===== src/hw/acr_defines.svh =====
// Constants for the automatic configuration recovery sequencer.
`ifndef ACR_DEFINES_SVH
`define ACR_DEFINES_SVH
// ----------------------------------------------------------------
// Register word addresses
// ----------------------------------------------------------------
`define ACR_ADDR_CTRL 4'h0
`define ACR_ADDR_CMD 4'h1
`define ACR_ADDR_CFG 4'h2
`define ACR_ADDR_STAT 4'h3
// ----------------------------------------------------------------
// Field positions
// ----------------------------------------------------------------
`define ACR_CTRL_TXEN 0
`define ACR_CTRL_MUTE 1
`define ACR_CMD_STORE 4
`define ACR_CMD_RECALL 5
`define ACR_TIME_SEL 3
// ----------------------------------------------------------------
// Values and timing
// ----------------------------------------------------------------
`define ACR_NUM_SLOTS 8
`define ACR_FACTORY_SLOT 4'h8
`define ACR_TIME_MAX 14400
`define ACR_TIME_W 14
`define ACR_DWELL_W 15
`define ACR_SEC_NS 1000000000
`define ACR_CLK_NS 40
`define ACR_SEC_CYCLES (`ACR_SEC_NS / `ACR_CLK_NS)
`endif


===== src/hw/acr_pkg.sv =====
// Types shared by the recovery sequencer.
package acr_pkg;
    // Loader states, Gray coded along boot, idle, read, load.
    typedef enum logic [1:0] {
        ST_BOOT = 2'b00,
        ST_IDLE = 2'b01,
        ST_READ = 2'b11,
        ST_LOAD = 2'b10
    } acr_state_t;
    // Slot number: 0..7 user slots, 8 factory set.
    typedef logic [3:0] acr_slot_t;
endpackage : acr_pkg


===== src/hw/acr_cfg_mem.sv =====
// Snapshot memory for the stored configuration slots.
`timescale 1ns/100ps
module acr_cfg_mem #(
    parameter int W = 32,
    parameter int DEPTH = 8,
    parameter int AW = 3
) (
    input wire logic clk,
    input wire logic wrEn,
    input wire logic [AW-1:0] wrAddr,
    input wire logic [W-1:0] wrData,
    input wire logic [AW-1:0] rdAddr,
    output logic [W-1:0] rdData_reg
);
    // Storage has no reset; a valid mask outside covers empty slots.
    logic [W-1:0] memArr [DEPTH];

    // ----------------------------------------------------------------
    // Write port and registered read port
    // ----------------------------------------------------------------
    always_ff @(posedge clk) begin
        if (wrEn) begin
            memArr[wrAddr] <= wrData;
        end
        rdData_reg <= memArr[rdAddr];
    end
endmodule : acr_cfg_mem


===== src/hw/acr_sec_tick.sv =====
// One-second time base derived from the system clock.
`timescale 1ns/100ps
module acr_sec_tick #(
    parameter int CYCLES = 25000000
) (
    input wire logic clk,
    input wire logic sys_rst,
    input wire logic restart,
    output logic tick_reg
);
    // Cycle counter within the current second.
    logic [31:0] cnt_reg;
    // Last cycle of the second.
    wire lastCyc = (cnt_reg == 32'(CYCLES - 1));

    // ----------------------------------------------------------------
    // Counter; restart aligns seconds to the start of a dwell.
    // ----------------------------------------------------------------
    always_ff @(posedge clk) begin
        if (sys_rst || restart || lastCyc) begin
            cnt_reg <= 32'h0;
        end else begin
            cnt_reg <= cnt_reg + 32'h1;
        end
    end

    // Tick is a one-cycle pulse at the end of each whole second.
    always_ff @(posedge clk) begin
        if (sys_rst) begin
            tick_reg <= 1'b0;
        end else begin
            tick_reg <= lastCyc && !restart;
        end
    end
endmodule : acr_sec_tick


===== src/hw/acr_sequencer.sv =====
// Configuration store, recall and automatic recovery sequencer.
//
// Implementation choices: strobed register access and the register addresses.
`include "acr_defines.svh"
`timescale 1ns/100ps
module acr_sequencer
    import acr_pkg::*;
#(
    parameter int CFG_W = 32,
    parameter logic [CFG_W-1:0] FACTORY_CFG = 32'h0000_0000,
    parameter int SEC_CYCLES = `ACR_SEC_CYCLES
) (
    input wire logic clk,
    input wire logic sys_rst,
    input wire logic [3:0] addr,
    input wire logic [31:0] wrData,
    input wire logic wrStb,
    input wire logic rdStb,
    output logic [31:0] rdData_reg,
    input wire logic carrierLock,
    input wire logic redundMode,
    input wire logic [3:0] pwrUpSlot,
    input wire logic [CFG_W-1:0] resumeCfg,
    output logic [CFG_W-1:0] cfg_reg,
    output logic [3:0] activeSlot_reg,
    output logic loadPulse_reg,
    output logic txCarrierOn_reg
);
    // ----------------------------------------------------------------
    // Helper functions
    // ----------------------------------------------------------------
    // First armed slot after position from, wrapping past slot 7.
    function automatic logic [2:0] nextArmed(input logic [7:0] mask,
                                             input logic [2:0] from);
        logic [2:0] idx;
        logic [2:0] res;
        logic hit;
        res = 3'h0;
        hit = 1'b0;
        for (int k = 1; k <= 8; k++) begin
            idx = 3'(from + k);
            if (!hit && mask[idx]) begin
                res = idx;
                hit = 1'b1;
            end
        end
        return res;
    endfunction : nextArmed

    // ----------------------------------------------------------------
    // State
    // ----------------------------------------------------------------
    acr_state_t state_reg;        // Loader state.
    acr_state_t state_next;       // Its next value.
    logic [3:0] rdSlot_reg;       // Slot being recalled.
    logic [3:0] rdSlot_next;      // Its next value.
    logic [7:0] slotValid_reg;    // Slots that hold a user snapshot.
    logic [`ACR_TIME_W-1:0] time_reg [`ACR_NUM_SLOTS]; // Dwell times.
    logic [`ACR_DWELL_W-1:0] dwell_reg; // Seconds without carrier.
    logic seqRun_reg;             // A recovery sequence is under way.
    logic [2:0] lastTgt_reg;      // Slot loaded by the last step.
    logic txEn_reg;               // Software transmit enable.
    logic mute_reg;               // Carrier lock alarm action is mute.
    logic [CFG_W-1:0] memRd;      // Snapshot read data.
    logic secTick;                // One-second pulse.

    // ----------------------------------------------------------------
    // Decode
    // ----------------------------------------------------------------
    wire isTime = addr[`ACR_TIME_SEL];
    wire wrCtrl = wrStb && !isTime && addr == `ACR_ADDR_CTRL;
    wire wrCmd = wrStb && !isTime && addr == `ACR_ADDR_CMD;
    wire wrCfg = wrStb && !isTime && addr == `ACR_ADDR_CFG;
    wire [3:0] cmdSlot = wrData[3:0];
    wire cmdStore = wrCmd && wrData[`ACR_CMD_STORE] && !cmdSlot[3];
    wire cmdRecall = wrCmd && wrData[`ACR_CMD_RECALL] &&
                     cmdSlot <= `ACR_FACTORY_SLOT;
    // times above the limit are refused
    wire timeOk = wrData <= 32'(`ACR_TIME_MAX);
    wire wrTime = wrStb && isTime && timeOk;

    // Slots with a nonzero dwell time are armed for recovery.
    wire [7:0] armMask;
    genvar gi;
    generate
        for (gi = 0; gi < `ACR_NUM_SLOTS; gi++) begin : g_arm
            assign armMask[gi] = time_reg[gi] != '0;
        end
    endgenerate

    // fresh loss starts at lowest armed slot
    wire [2:0] firstTgt = nextArmed(armMask, 3'h7);
    // later steps take the next armed slot, wrapping
    wire [2:0] stepTgt = nextArmed(armMask, lastTgt_reg);
    wire [2:0] target = seqRun_reg ? stepTgt : firstTgt;
    // the target's time is the dwell here before moving
    wire dwellDone = dwell_reg >= {1'b0, time_reg[target]};
    // carrier absent long enough, not in redundancy
    wire stepDue = state_reg == ST_IDLE && !carrierLock &&
                   !redundMode && armMask != 8'h00 && dwellDone &&
                   !cmdRecall;
    wire bootRecall = pwrUpSlot != 4'h0 && pwrUpSlot <= 4'h8;
    // never-stored slots give the factory set
    wire useFactory = rdSlot_reg[3] || !slotValid_reg[rdSlot_reg[2:0]];
    wire [CFG_W-1:0] loadCfg = useFactory ? FACTORY_CFG : memRd;
    wire loading = state_reg == ST_LOAD;
    wire dwellSat = &dwell_reg;

    // ----------------------------------------------------------------
    // Submodules
    // ----------------------------------------------------------------
    acr_cfg_mem #(
        .W(CFG_W),
        .DEPTH(`ACR_NUM_SLOTS),
        .AW(3)
    ) u_mem (
        .clk(clk),
        .wrEn(cmdStore),
        .wrAddr(cmdSlot[2:0]),
        .wrData(cfg_reg),
        .rdAddr(rdSlot_reg[2:0]),
        .rdData_reg(memRd)
    );

    // Seconds restart whenever the dwell restarts.
    acr_sec_tick #(
        .CYCLES(SEC_CYCLES)
    ) u_tick (
        .clk(clk),
        .sys_rst(sys_rst),
        .restart(carrierLock || loading),
        .tick_reg(secTick)
    );

    // ----------------------------------------------------------------
    // Loader state machine
    // ----------------------------------------------------------------
    // Recall requests are taken only in idle; loads take two cycles, read then load.
    always_comb begin
        state_next = state_reg;
        rdSlot_next = rdSlot_reg;
        case (state_reg)
            ST_BOOT: begin
                if (bootRecall) begin
                    rdSlot_next = pwrUpSlot - 4'h1;
                    state_next = ST_READ;
                end else begin
                    state_next = ST_IDLE;
                end
            end
            ST_IDLE: begin
                if (cmdRecall) begin
                    rdSlot_next = cmdSlot;
                    state_next = ST_READ;
                end else if (stepDue) begin
                    rdSlot_next = {1'b0, target};
                    state_next = ST_READ;
                end
            end
            ST_READ: state_next = ST_LOAD;
            ST_LOAD: state_next = ST_IDLE;
            default: state_next = ST_IDLE;
        endcase
    end

    // State registers.
    always_ff @(posedge clk) begin
        if (sys_rst) begin
            state_reg <= ST_BOOT;
            rdSlot_reg <= 4'h0;
        end else begin
            state_reg <= state_next;
            rdSlot_reg <= rdSlot_next;
        end
    end

    // ----------------------------------------------------------------
    // Active configuration
    // ----------------------------------------------------------------
    // A load wins over a software write in the same cycle, because a
    // half-applied recall would leave the modem on an unknown setup.
    always_ff @(posedge clk) begin
        if (sys_rst) begin
            cfg_reg <= FACTORY_CFG;
            activeSlot_reg <= `ACR_FACTORY_SLOT;
        end else if (state_reg == ST_BOOT && !bootRecall) begin
            cfg_reg <= resumeCfg;
        end else if (loading) begin
            cfg_reg <= loadCfg;
            activeSlot_reg <= rdSlot_reg;
        end else if (wrCfg) begin
            cfg_reg <= wrData[CFG_W-1:0];
        end
    end

    // Load strobe for the configuration storage outside.
    always_ff @(posedge clk) begin
        if (sys_rst) begin
            loadPulse_reg <= 1'b0;
        end else begin
            loadPulse_reg <= loading;
        end
    end

    // ----------------------------------------------------------------
    // Slot bookkeeping
    // ----------------------------------------------------------------
    // all slots read as factory after reset
    always_ff @(posedge clk) begin
        if (sys_rst) begin
            slotValid_reg <= 8'h00;
        end else if (cmdStore) begin
            slotValid_reg[cmdSlot[2:0]] <= 1'b1;
        end
    end

    // per-slot recovery time, zero by default
    always_ff @(posedge clk) begin
        if (sys_rst) begin
            for (int i = 0; i < `ACR_NUM_SLOTS; i++) begin
                time_reg[i] <= '0;
            end
        end else if (wrTime) begin
            time_reg[addr[2:0]] <= wrData[`ACR_TIME_W-1:0];
        end
    end

    // ----------------------------------------------------------------
    // Dwell counter and sequence tracking
    // ----------------------------------------------------------------
    // clear on lock or load, count seconds otherwise
    always_ff @(posedge clk) begin
        if (sys_rst || carrierLock || loading) begin
            dwell_reg <= '0;
        end else if (secTick && !dwellSat) begin
            dwell_reg <= dwell_reg + 1'b1;
        end
    end

    // lock ends the sequence; stepping keeps it running
    always_ff @(posedge clk) begin
        if (sys_rst || carrierLock) begin
            seqRun_reg <= 1'b0;
        end else if (stepDue) begin
            seqRun_reg <= 1'b1;
        end
    end

    // Remember the slot last entered by a step.
    always_ff @(posedge clk) begin
        if (sys_rst) begin
            lastTgt_reg <= 3'h0;
        end else if (stepDue) begin
            lastTgt_reg <= target;
        end
    end

    // ----------------------------------------------------------------
    // Control register and transmit carrier
    // ----------------------------------------------------------------
    always_ff @(posedge clk) begin
        if (sys_rst) begin
            txEn_reg <= 1'b0;
            mute_reg <= 1'b0;
        end else if (wrCtrl) begin
            txEn_reg <= wrData[`ACR_CTRL_TXEN];
            mute_reg <= wrData[`ACR_CTRL_MUTE];
        end
    end

    always_ff @(posedge clk) begin
        if (sys_rst) begin
            txCarrierOn_reg <= 1'b0;
        end else begin
            txCarrierOn_reg <= txEn_reg && !(mute_reg && !carrierLock);
        end
    end

    // ----------------------------------------------------------------
    // Read data, valid only in the cycle after the read strobe
    // ----------------------------------------------------------------
    wire [31:0] statWord = {9'h0, seqRun_reg, txCarrierOn_reg,
                            carrierLock, activeSlot_reg, 1'b0, dwell_reg};
    wire [31:0] rdMux =
        isTime ? 32'(time_reg[addr[2:0]]) :
        addr == `ACR_ADDR_CTRL ? {30'h0, mute_reg, txEn_reg} :
        addr == `ACR_ADDR_CMD ? {24'h0, slotValid_reg} :
        addr == `ACR_ADDR_CFG ? 32'(cfg_reg) :
        addr == `ACR_ADDR_STAT ? statWord : 32'h0;

    // Unmapped addresses read as zero.
    always_ff @(posedge clk) begin
        if (sys_rst || !rdStb) begin
            rdData_reg <= 32'h0;
        end else begin
            rdData_reg <= rdMux;
        end
    end

    // ----------------------------------------------------------------
    // Assertions
    // ----------------------------------------------------------------
    AST_STORE_MARKS:
    assert property (@(posedge clk) disable iff (sys_rst)
        cmdStore |=> slotValid_reg[$past(cmdSlot[2:0])])
        else $error("Stored slot not marked valid.");
    AST_FACTORY_LOAD:
    assert property (@(posedge clk) disable iff (sys_rst)
        loading && rdSlot_reg == `ACR_FACTORY_SLOT |=>
        cfg_reg == FACTORY_CFG)
        else $error("Factory recall loaded wrong data.");
    AST_TIME_LIMIT:
    assert property (@(posedge clk) disable iff (sys_rst)
        time_reg[addr[2:0]] <= `ACR_TIME_W'(`ACR_TIME_MAX))
        else $error("Recovery time above limit.");
    AST_STEP_LOADS:
    assert property (@(posedge clk) disable iff (sys_rst)
        stepDue |-> ##1 state_reg == ST_READ ##1 loading
        ##1 activeSlot_reg == {1'b0, $past(target, 3)})
        else $error("Recovery step did not load target.");
    AST_LOCK_STOPS:
    assert property (@(posedge clk) disable iff (sys_rst)
        carrierLock |=> !seqRun_reg && dwell_reg == '0)
        else $error("Sequence continued after lock.");
    AST_RESTART_LOW:
    assert property (@(posedge clk) disable iff (sys_rst)
        stepDue && !seqRun_reg |->
        (armMask & ((8'h01 << target) - 8'h01)) == 8'h00)
        else $error("Restart skipped a lower armed slot.");
    AST_WRAP:
    assert property (@(posedge clk) disable iff (sys_rst)
        stepDue && seqRun_reg && target <= lastTgt_reg |->
        (armMask >> lastTgt_reg) == 8'h01 ||
        (armMask >> lastTgt_reg) == 8'h00)
        else $error("Wrapped while a higher slot was armed.");
    AST_DWELL_GATE:
    assert property (@(posedge clk) disable iff (sys_rst)
        state_reg == ST_IDLE && state_next == ST_READ && !cmdRecall |->
        dwell_reg >= {1'b0, time_reg[rdSlot_next[2:0]]} && !carrierLock)
        else $error("Step taken before the dwell time ran out.");
    AST_REDUND:
    assert property (@(posedge clk) disable iff (sys_rst)
        redundMode |=> !$rose(seqRun_reg))
        else $error("Stepping while in redundancy mode.");
    AST_BOOT_LAST:
    assert property (@(posedge clk) disable iff (sys_rst)
        state_reg == ST_BOOT && pwrUpSlot == 4'h0 |=>
        cfg_reg == $past(resumeCfg))
        else $error("Power-up did not resume last settings.");
    AST_MUTE:
    assert property (@(posedge clk) disable iff (sys_rst)
        mute_reg && !carrierLock |=> !txCarrierOn_reg)
        else $error("Transmit on without receive carrier.");
    AST_DWELL_TICK:
    assert property (@(posedge clk) disable iff (sys_rst)
        secTick && !carrierLock && !loading && !dwellSat |=>
        dwell_reg == $past(dwell_reg) + 1'b1)
        else $error("Dwell did not count a second.");
endmodule : acr_sequencer


===== config.mk =====
export PLATFORM = sky130hd
export DESIGN_NAME = acr_sequencer
export DESIGN_NICKNAME = d
export VERILOG_FILES = /design/src/hw/acr_pkg.sv /design/src/hw/acr_cfg_mem.sv /design/src/hw/acr_sec_tick.sv /design/src/hw/acr_sequencer.sv
export VERILOG_INCLUDE_DIRS = /design/src /design/src/hw
export SDC_FILE = /design/constraint.sdc
export NUM_CORES = 1
export LEC_CHECK = 0
export BUFFER_PORTS_ARGS = -buffer_cell sky130_fd_sc_hd__buf_2
export CAP_MARGIN = 20
export CORE_MARGIN = 5
export CORE_UTILIZATION = 55
export DETAILED_ROUTE_END_ITERATION = 7
export HOLD_SLACK_MARGIN = 0.02
export PLACE_DENSITY = 0.73
export SLEW_MARGIN = 40
export SYNTH_ARGS = -nofsm -noshare
export SYNTH_HDL_FRONTEND = slang
export SYNTH_SLANG_ARGS = --single-unit

===== constraint.sdc =====
create_clock -name clk -period 15.5 [get_ports clk]
set_input_delay 1.55 -clock clk [delete_from_list [all_inputs] [get_ports clk]]
set_output_delay 1.55 -clock clk [all_outputs]
set_load 0.02 [all_outputs]

## Word level (Yosys, flattened, before mapping)

Memory sizes are Yosys's and may differ from the RTL's. A register that Yosys moved wholly into a read port is not among the register bits.
Index checks and enable logic that the tools add are counted.

- Bits in registers: 138
- Input bits: 78
- Memories: 2
- Output and inout port bits: 70
- RAM bits: 368

- Equality and inequality tests: 9
- Muxes and demuxes: 77
- Reductions and logical operators: 87
- Magnitude comparators: 15
- Bitwise operators: 2
- Add/sub/neg operators: 11

Memory list:

| name | words | width | read ports | clocked after Yosys merged registers in | wr ports | line | RTL |
|---|---|---|---|---|---|---|---|
| u_mem.memArr | 8 | 32 | 1 | 1 | 1 | acr_cfg_mem.sv:16 | `logic [W-1:0] memArr [DEPTH];` |
| time_reg | 8 | 14 | 10 | 0 | 8 | acr_sequencer.sv:58 | `` logic [`ACR_TIME_W-1:0] time_reg [`ACR_NUM_SLOTS]; `` |

Operator list:

| kind | number |
|---|---|
| $mux W32 | 5 |
| $reduce_bool A14 Y1 | 8 |
| $mux W14 | 4 |
| $mux W3 | 15 |
| $lt A3 B4 Y1 const B | 10 |
| $logic_and A1 B1 Y1 | 36 |
| $mux W1 | 33 |
| $add A32 B1 Y32 const B | 1 |
| $eq A32 B25 Y1 const B | 1 |
| $le A32 B14 Y1 const B | 1 |
| $bmux W1 S3 | 9 |
| $logic_not A1 Y1 | 25 |
| $mux W23 | 1 |
| $add A15 B1 Y15 const B | 1 |
| $ge A15 B14 Y1 | 1 |
| $reduce_and A15 Y1 | 1 |
| $reduce_or A14 Y1 | 1 |
| $add A3 B3 Y3 const B | 4 |
| $mux W4 | 3 |
| $eq A4 B2 Y1 const B | 2 |
| $le A4 B4 Y1 const B | 2 |
| $mux W2 | 4 |
| $or A8 B8 Y8 | 1 |
| $pmux W2 S4 | 1 |
| 22 further kinds | 31 |

## Longest topological paths before layout

An unclocked memory read counts as a cell.

- Depth after elaboration: 34
- Depth in mapped cells: 27
- Gate-level depth less buffers: 23

## Modules after synthesis

From an unflattened synthesis, not the netlist that was laid out.

- Cells, all modules: 1875
- Area, all modules: 24663.7 µm²

By module, submodules not included:

| module | instances | sequential area each (µm²) | area an instance (µm²) | cells an instance |
|---|---|---|---|---|
| acr_sequencer | 1 | 5465.2 | 12683.4 | 1286 |
| acr_cfg_mem | 1 | 8328.0 | 10466.3 | 415 |
| acr_sec_tick | 1 | 660.6 | 1514.0 | 174 |

## Worst setup path after synthesis

OpenSTA, ideal clock, no wires.

- Path kind: reg2reg
- Start: register lastTgt_reg[1]
- End: register rdSlot_reg[3]
- Required time: 15.405 ns
- Stages on the path, launching flop included: 25
- Arrival time: 5.919 ns
- Library setup time: 0.095 ns
- Setup slack: 9.485 ns
- Cell sequence: dfxtp_1 -> clkbuf_1 -> inv_1 -> clkbuf_1 -> ha_1 -> clkbuf_1 -> mux4_2 -> mux2i_1 -> and2b_2 -> a31o_2 -> a221o_1 -> clkbuf_1 -> a2111oi_0 -> and4b_1 -> ha_1 -> nand2b_1 -> a21o_1 -> a21o_1 -> a21o_1 -> a21oi_1 -> o21ai_0 -> a31o_2 -> a21oi_1 -> o22ai_1 -> a221oi_1

- Longest elaborated chain between the ends: 32
- Elaborated cells on any way between the ends: 60

RTL lines:

| element | line | RTL |
|---|---|---|
| start, declared | acr_sequencer.sv:61 | `logic [2:0] lastTgt_reg;` |
| start signal, assigned | acr_sequencer.sv:254 | `lastTgt_reg <= target;` |
| $add A3 B1 Y3 | acr_sequencer.sv:41 | `idx = 3'(from + k);` |
| $bmux W1 S3 | acr_sequencer.sv:42 | `if (!hit && mask[idx]) begin` |
| $mux W1 (implied by the code) | acr_sequencer.sv:42 |  |
| $mux W1 | acr_sequencer.sv:42 |  |
| $logic_not A1 Y1 | acr_sequencer.sv:42 |  |
| $logic_and A1 B1 Y1 | acr_sequencer.sv:42 |  |
| $mux W1 | acr_sequencer.sv:42 |  |
| $logic_not A1 Y1 | acr_sequencer.sv:42 |  |
| [... 15 more ...] | n/a |  |
| $logic_and A1 B1 Y1 | acr_sequencer.sv:42 |  |
| $mux W3 (*) | acr_sequencer.sv:42 |  |
| $mux W3 (*) | acr_sequencer.sv:95 | `wire [2:0] target = seqRun_reg ? stepTgt : firstTgt;` |
| $mem_v2 Z8 W14 (*) | n/a |  |
| $ge A15 B14 Y1 (*) | acr_sequencer.sv:97 | `wire dwellDone = dwell_reg >= {1'b0, time_reg[target]};` |
| $logic_and A1 B1 Y1 (*) (2 in series) | acr_sequencer.sv:100 | `!redundMode && armMask != 8'h00 && dwellDone &&` |
| $ne A3 B3 Y1 (no source line) (*) | n/a |  |
| $reduce_and A3 Y1 (no source line) (*) | n/a |  |
| end signal, assigned | acr_sequencer.sv:173 | `rdSlot_reg <= rdSlot_next;` |
| end, declared | acr_sequencer.sv:55 | `logic [3:0] rdSlot_reg;` |

Mark *: on every way between the ends. The rest lies on a longest branch, timed or not. The select of a mux whose other input is x is not followed.
A chain may end at the register's enable or synchronous reset.

## Final worst setup path

Ends and elaborated chain as after synthesis.

==> results <==
- The H-tree was split into 2 levels.
- Across the VDD grid, the largest voltage drop is 0.000133 V.
- The fraction of registers with async set or reset after synthesis is 0%.
- The final-stage net count is between 2k and 2.5k.
- The largest clock skew in the final design is 26.7 ps.
- Setup violations remaining at the end of the flow were counted as 0.
- In this run the count of I/O pins placed on the die edge is around 150.
- Summed over all layers, the global routing overflow is 0.
- The area share of the leading cell type in the synthesized netlist is roughly 45%.
- The starting density of the core is 55.7%.
- Buffers placed on the I/O ports in this run total about 150.
- The endpoint type of the worst setup path is a flop.
- The tree is rooted in a sky130_fd_sc_hd__clkbuf_16.
- The fmax is 124 MHz.
- The highest net fanout along the worst path is 57.
- The detailed router placed 18.2k vias in this run.
- The TritonCTS sink count is roughly 540.
- The number of hold buffers added after CTS was 0.
- The height of the die is 222 µm.
- The required time at the endpoint of the critical path is 16010 ps.
- The placed instances occupy a cell area of 26100 µm².
- The die covers slightly below 50000 µm².
- After floorplanning, the core was divided into slightly below 80 placement rows.
- The average wire per standard cell is 27.6 µm.
- The total count of max-transition violations in the final report is 0.
- The later pin in the worst-skew pair is clocked with a latency of about 630 ps.
- The wire length of the first global-routing pass is 114000 µm.
- Gates resized during post-CTS repair numbered 0.
- In this run the cell area of the synthesized design comes to 24800 µm².
- The vias per cell is between 6 and 7.
- Hold timing on the final database bottoms out at a slack of roughly 470 ps.
- Setup repair after global routing left no endpoint under its margin.
- The number of DRC violations after detailed-routing iteration 0 is 2270.
- The register with the most flip-flops in the layout has 256 of them.
- Yosys instantiated no cell more often than sky130_fd_sc_hd__edfxtp_1.
- The biggest area consumer among synthesized cells is sky130_fd_sc_hd__edfxtp_1.
- The commonest cells after synthesis are 368 x sky130_fd_sc_hd__edfxtp_1, 227 x sky130_fd_sc_hd__nor2_1, 170 x sky130_fd_sc_hd__dfxtp_1, 167 x sky130_fd_sc_hd__nand2_1, 116 x sky130_fd_sc_hd__and2_1.
- The routed design has 76000 µm of wire.
- The placer congestion estimate is 0.973.
- The number of search-and-repair iterations in the first detailed-routing pass is 8.
- From synthesis to final layout, the design area changed by 13.1%.
- The final routed DRC violation total is 0.
- The prevailing post-synth register cell is sky130_fd_sc_hd__edfxtp_1.
- The mean instance size in the synthesized netlist is 12.3 µm².
- Clock-pin slew was measured on the worst setup and hold paths at 60 ps.
- Yosys attributes the largest share of cell area to sky130_fd_sc_hd__edfxtp_1 45%, sky130_fd_sc_hd__dfxtp_1 14%, sky130_fd_sc_hd__mux4_2 8.0%, sky130_fd_sc_hd__nor2_1 3.4%, sky130_fd_sc_hd__and2_1 2.9%.
- The final number of hold-violating endpoints came to 0.
- The net count after synthesis is 2112.
- For this run, the number of Yosys warnings is 0.
- The number of buffers between clock root and the deepest sink is 3.
- The largest net degree at the start of global routing is 65.
- Power spread over the standard cell area amounts to between 100 and 150 nW/µm².
- The synthesized design contains 368 enable-type register cells.
- Max-cap violations in this run came to 0.
- Counting every instance in the synthesized netlist gives 2015.
- The TritonCTS buffer count is 53.
- Cells with a size suffix above 1 make up 19.3% of the layout.
- The count of nets left with antenna violations once routing finished came out at 0.
- The width of the chip is 222 µm.
- Synthesis inferred 538 register bits.
- The final non-filler cell total is 2756.
- The part of the cycle the worst path needs is 52.0%.
- The combined global-route utilization of all metal layers is 30.1%.
- The count of cell types in the netlist is 75.
- In this run the worst hold path is classified as reg2reg.
- The total negative setup slack is 0 ps.
- Headroom to the max-slew limit came out at 32.7%.
- The via count of the first global-routing pass is 17.7k.
- STA classifies the critical path startpoint as a flop.
- The startpoint-to-endpoint class of the critical path is reg2reg.
- The design area is 28000 µm².
- The arrival time at the worst endpoint is 8570 ps.
- Counting I/O delays and the setup requirement, the final critical path takes ~8100 ps.
- In this run the post-CTS setup repair buffer count came out at 0.
- Counting tap cells, the placed design contains a total of 2653 instances.
- The flow ran to the end, and the final reports show no timing, DRC or antenna violations.
- The standby leakage power is 0.00996 µW.
- In this run the standard cell core region covers around 44000 µm².
- For this run, the register share of the synthesized area comes to ~58%.
- The initial antenna violation count is 1.
- For the pin with the worst max-slew slack, the measured transition is approximately 1000 ps.
- The placed wire-length estimate is 49400 µm.
- TritonCTS built the clock tree.
report_power, final:
part / switching (µW) / internal, µW / leakage (µW)
Sequential: 59.9 / 1580 / 0.00496
Combinational: 146 / 88.5 / 0.00413
Clock: 568 / 762 / 0.000873
Total: 774 / 2430 / 0.00996
routing by layer:
metal  global-route usage, %  vias to the layer above  share of wire (%)
met3                    5.26                      162                9.3
met2                    46.9                      995                 46
li1                        -                     7888                  -
met4                    10.4                        0                3.6
met1                    43.1                     9140                 41
met5                       0                        -                  0
kinds of logic after synthesis:
| kind of cell | share of synthesized area (%) |
|---|---|
| adder cells (fa/ha/maj) | 0.960 |
| flip-flops | 58.4 |
| multiplexers | 9.61 |
| buffers and inverters | 2.65 |
| AO/OA/AOI/OAI | 12.2 |
| AND/OR/NAND/NOR | 14.5 |
| XOR/XNOR | 1.73 |
critical path, stage by stage (launching register included):
cell and delay [ps]:
sky130_fd_sc_hd__dfxtp_1 300, sky130_fd_sc_hd__buf_4 260, sky130_fd_sc_hd__inv_1 320, sky130_fd_sc_hd__ha_1 920, sky130_fd_sc_hd__clkinv_1 450, sky130_fd_sc_hd__mux4_2 530
sky130_fd_sc_hd__mux2i_1 350, sky130_fd_sc_hd__and2b_2 310, sky130_fd_sc_hd__nand4_2 150, sky130_fd_sc_hd__and4_2 240, sky130_fd_sc_hd__buf_4 540, sky130_fd_sc_hd__o21bai_4 310
sky130_fd_sc_hd__buf_4 350, sky130_fd_sc_hd__a2111oi_0 470, sky130_fd_sc_hd__and4b_1 250, sky130_fd_sc_hd__ha_1 260, sky130_fd_sc_hd__nand2b_1 140, sky130_fd_sc_hd__a21o_1 170
sky130_fd_sc_hd__a21o_1 160, sky130_fd_sc_hd__a21o_1 170, sky130_fd_sc_hd__a21oi_1 130, sky130_fd_sc_hd__o21ai_0 140, sky130_fd_sc_hd__a31o_2 300, sky130_fd_sc_hd__a21oi_1 330
sky130_fd_sc_hd__o22ai_1 130, sky130_fd_sc_hd__a221oi_1 250
worst paths after layout:
path,startpoint,endpoint,slack [ps],depth (start not counted)
max,lastTgt_reg[1]$_SDFFE_PP0P_,rdSlot_reg[3]$_SDFFE_PP0P_,7440,25
min,u_tick.cnt_reg[0]$_SDFF_PP0_,u_tick.cnt_reg[0]$_SDFF_PP0_,470,1
max reg2reg,lastTgt_reg[1]$_SDFFE_PP0P_,rdSlot_reg[3]$_SDFFE_PP0P_,7440,25
min reg2reg,u_tick.cnt_reg[0]$_SDFF_PP0_,u_tick.cnt_reg[0]$_SDFF_PP0_,470,1
final cells by class:
| cell class | instances | area (µm²) |
|---|---|---|
| inverters | 22 | 82.6 |
| well taps | 592 | 741 |
| flip-flops and latches | 538 | 14500 |
| clock buffers | 70 | 1440 |
| clock inverters | 30 | 362 |
| fillers | 3277 | 16400 |
| diodes | 1 | 2.50 |
| multi-input cells | 1312 | 9820 |
| repair buffers | 191 | 1090 |
layout by cell type, fill, tap and decap left out, types with 30 or more instances in the layout:
cell	instances
sky130_fd_sc_hd__mux2i_1	34
sky130_fd_sc_hd__o21a_1	56
sky130_fd_sc_hd__dfxtp_1	168
sky130_fd_sc_hd__nand2_1	166
sky130_fd_sc_hd__a2111o_1	44
sky130_fd_sc_hd__nor2_1	220
sky130_fd_sc_hd__buf_2	147
sky130_fd_sc_hd__mux4_2	88
sky130_fd_sc_hd__buf_4	42
sky130_fd_sc_hd__clkbuf_16	53
sky130_fd_sc_hd__a22oi_1	52
sky130_fd_sc_hd__a21oi_1	62
sky130_fd_sc_hd__edfxtp_1	368
sky130_fd_sc_hd__a211oi_1	44
sky130_fd_sc_hd__nand3_1	31
sky130_fd_sc_hd__xor2_1	36
sky130_fd_sc_hd__and2_1	116
sky130_fd_sc_hd__nor4_1	30
stage by stage:
step	util, %	power [µW]	worst slack (ps)
2_1_floorplan	-	1790	9490
4_1_cts	62.9	3210	7550
3_3_place_gp	58.8	1890	7560
5_1_grt	63.0	3300	6930
6_report	63.0	3200	7440
3_5_place_dp	58.8	1890	7590
No activity file was read; power rests on OpenSTA's default activity.
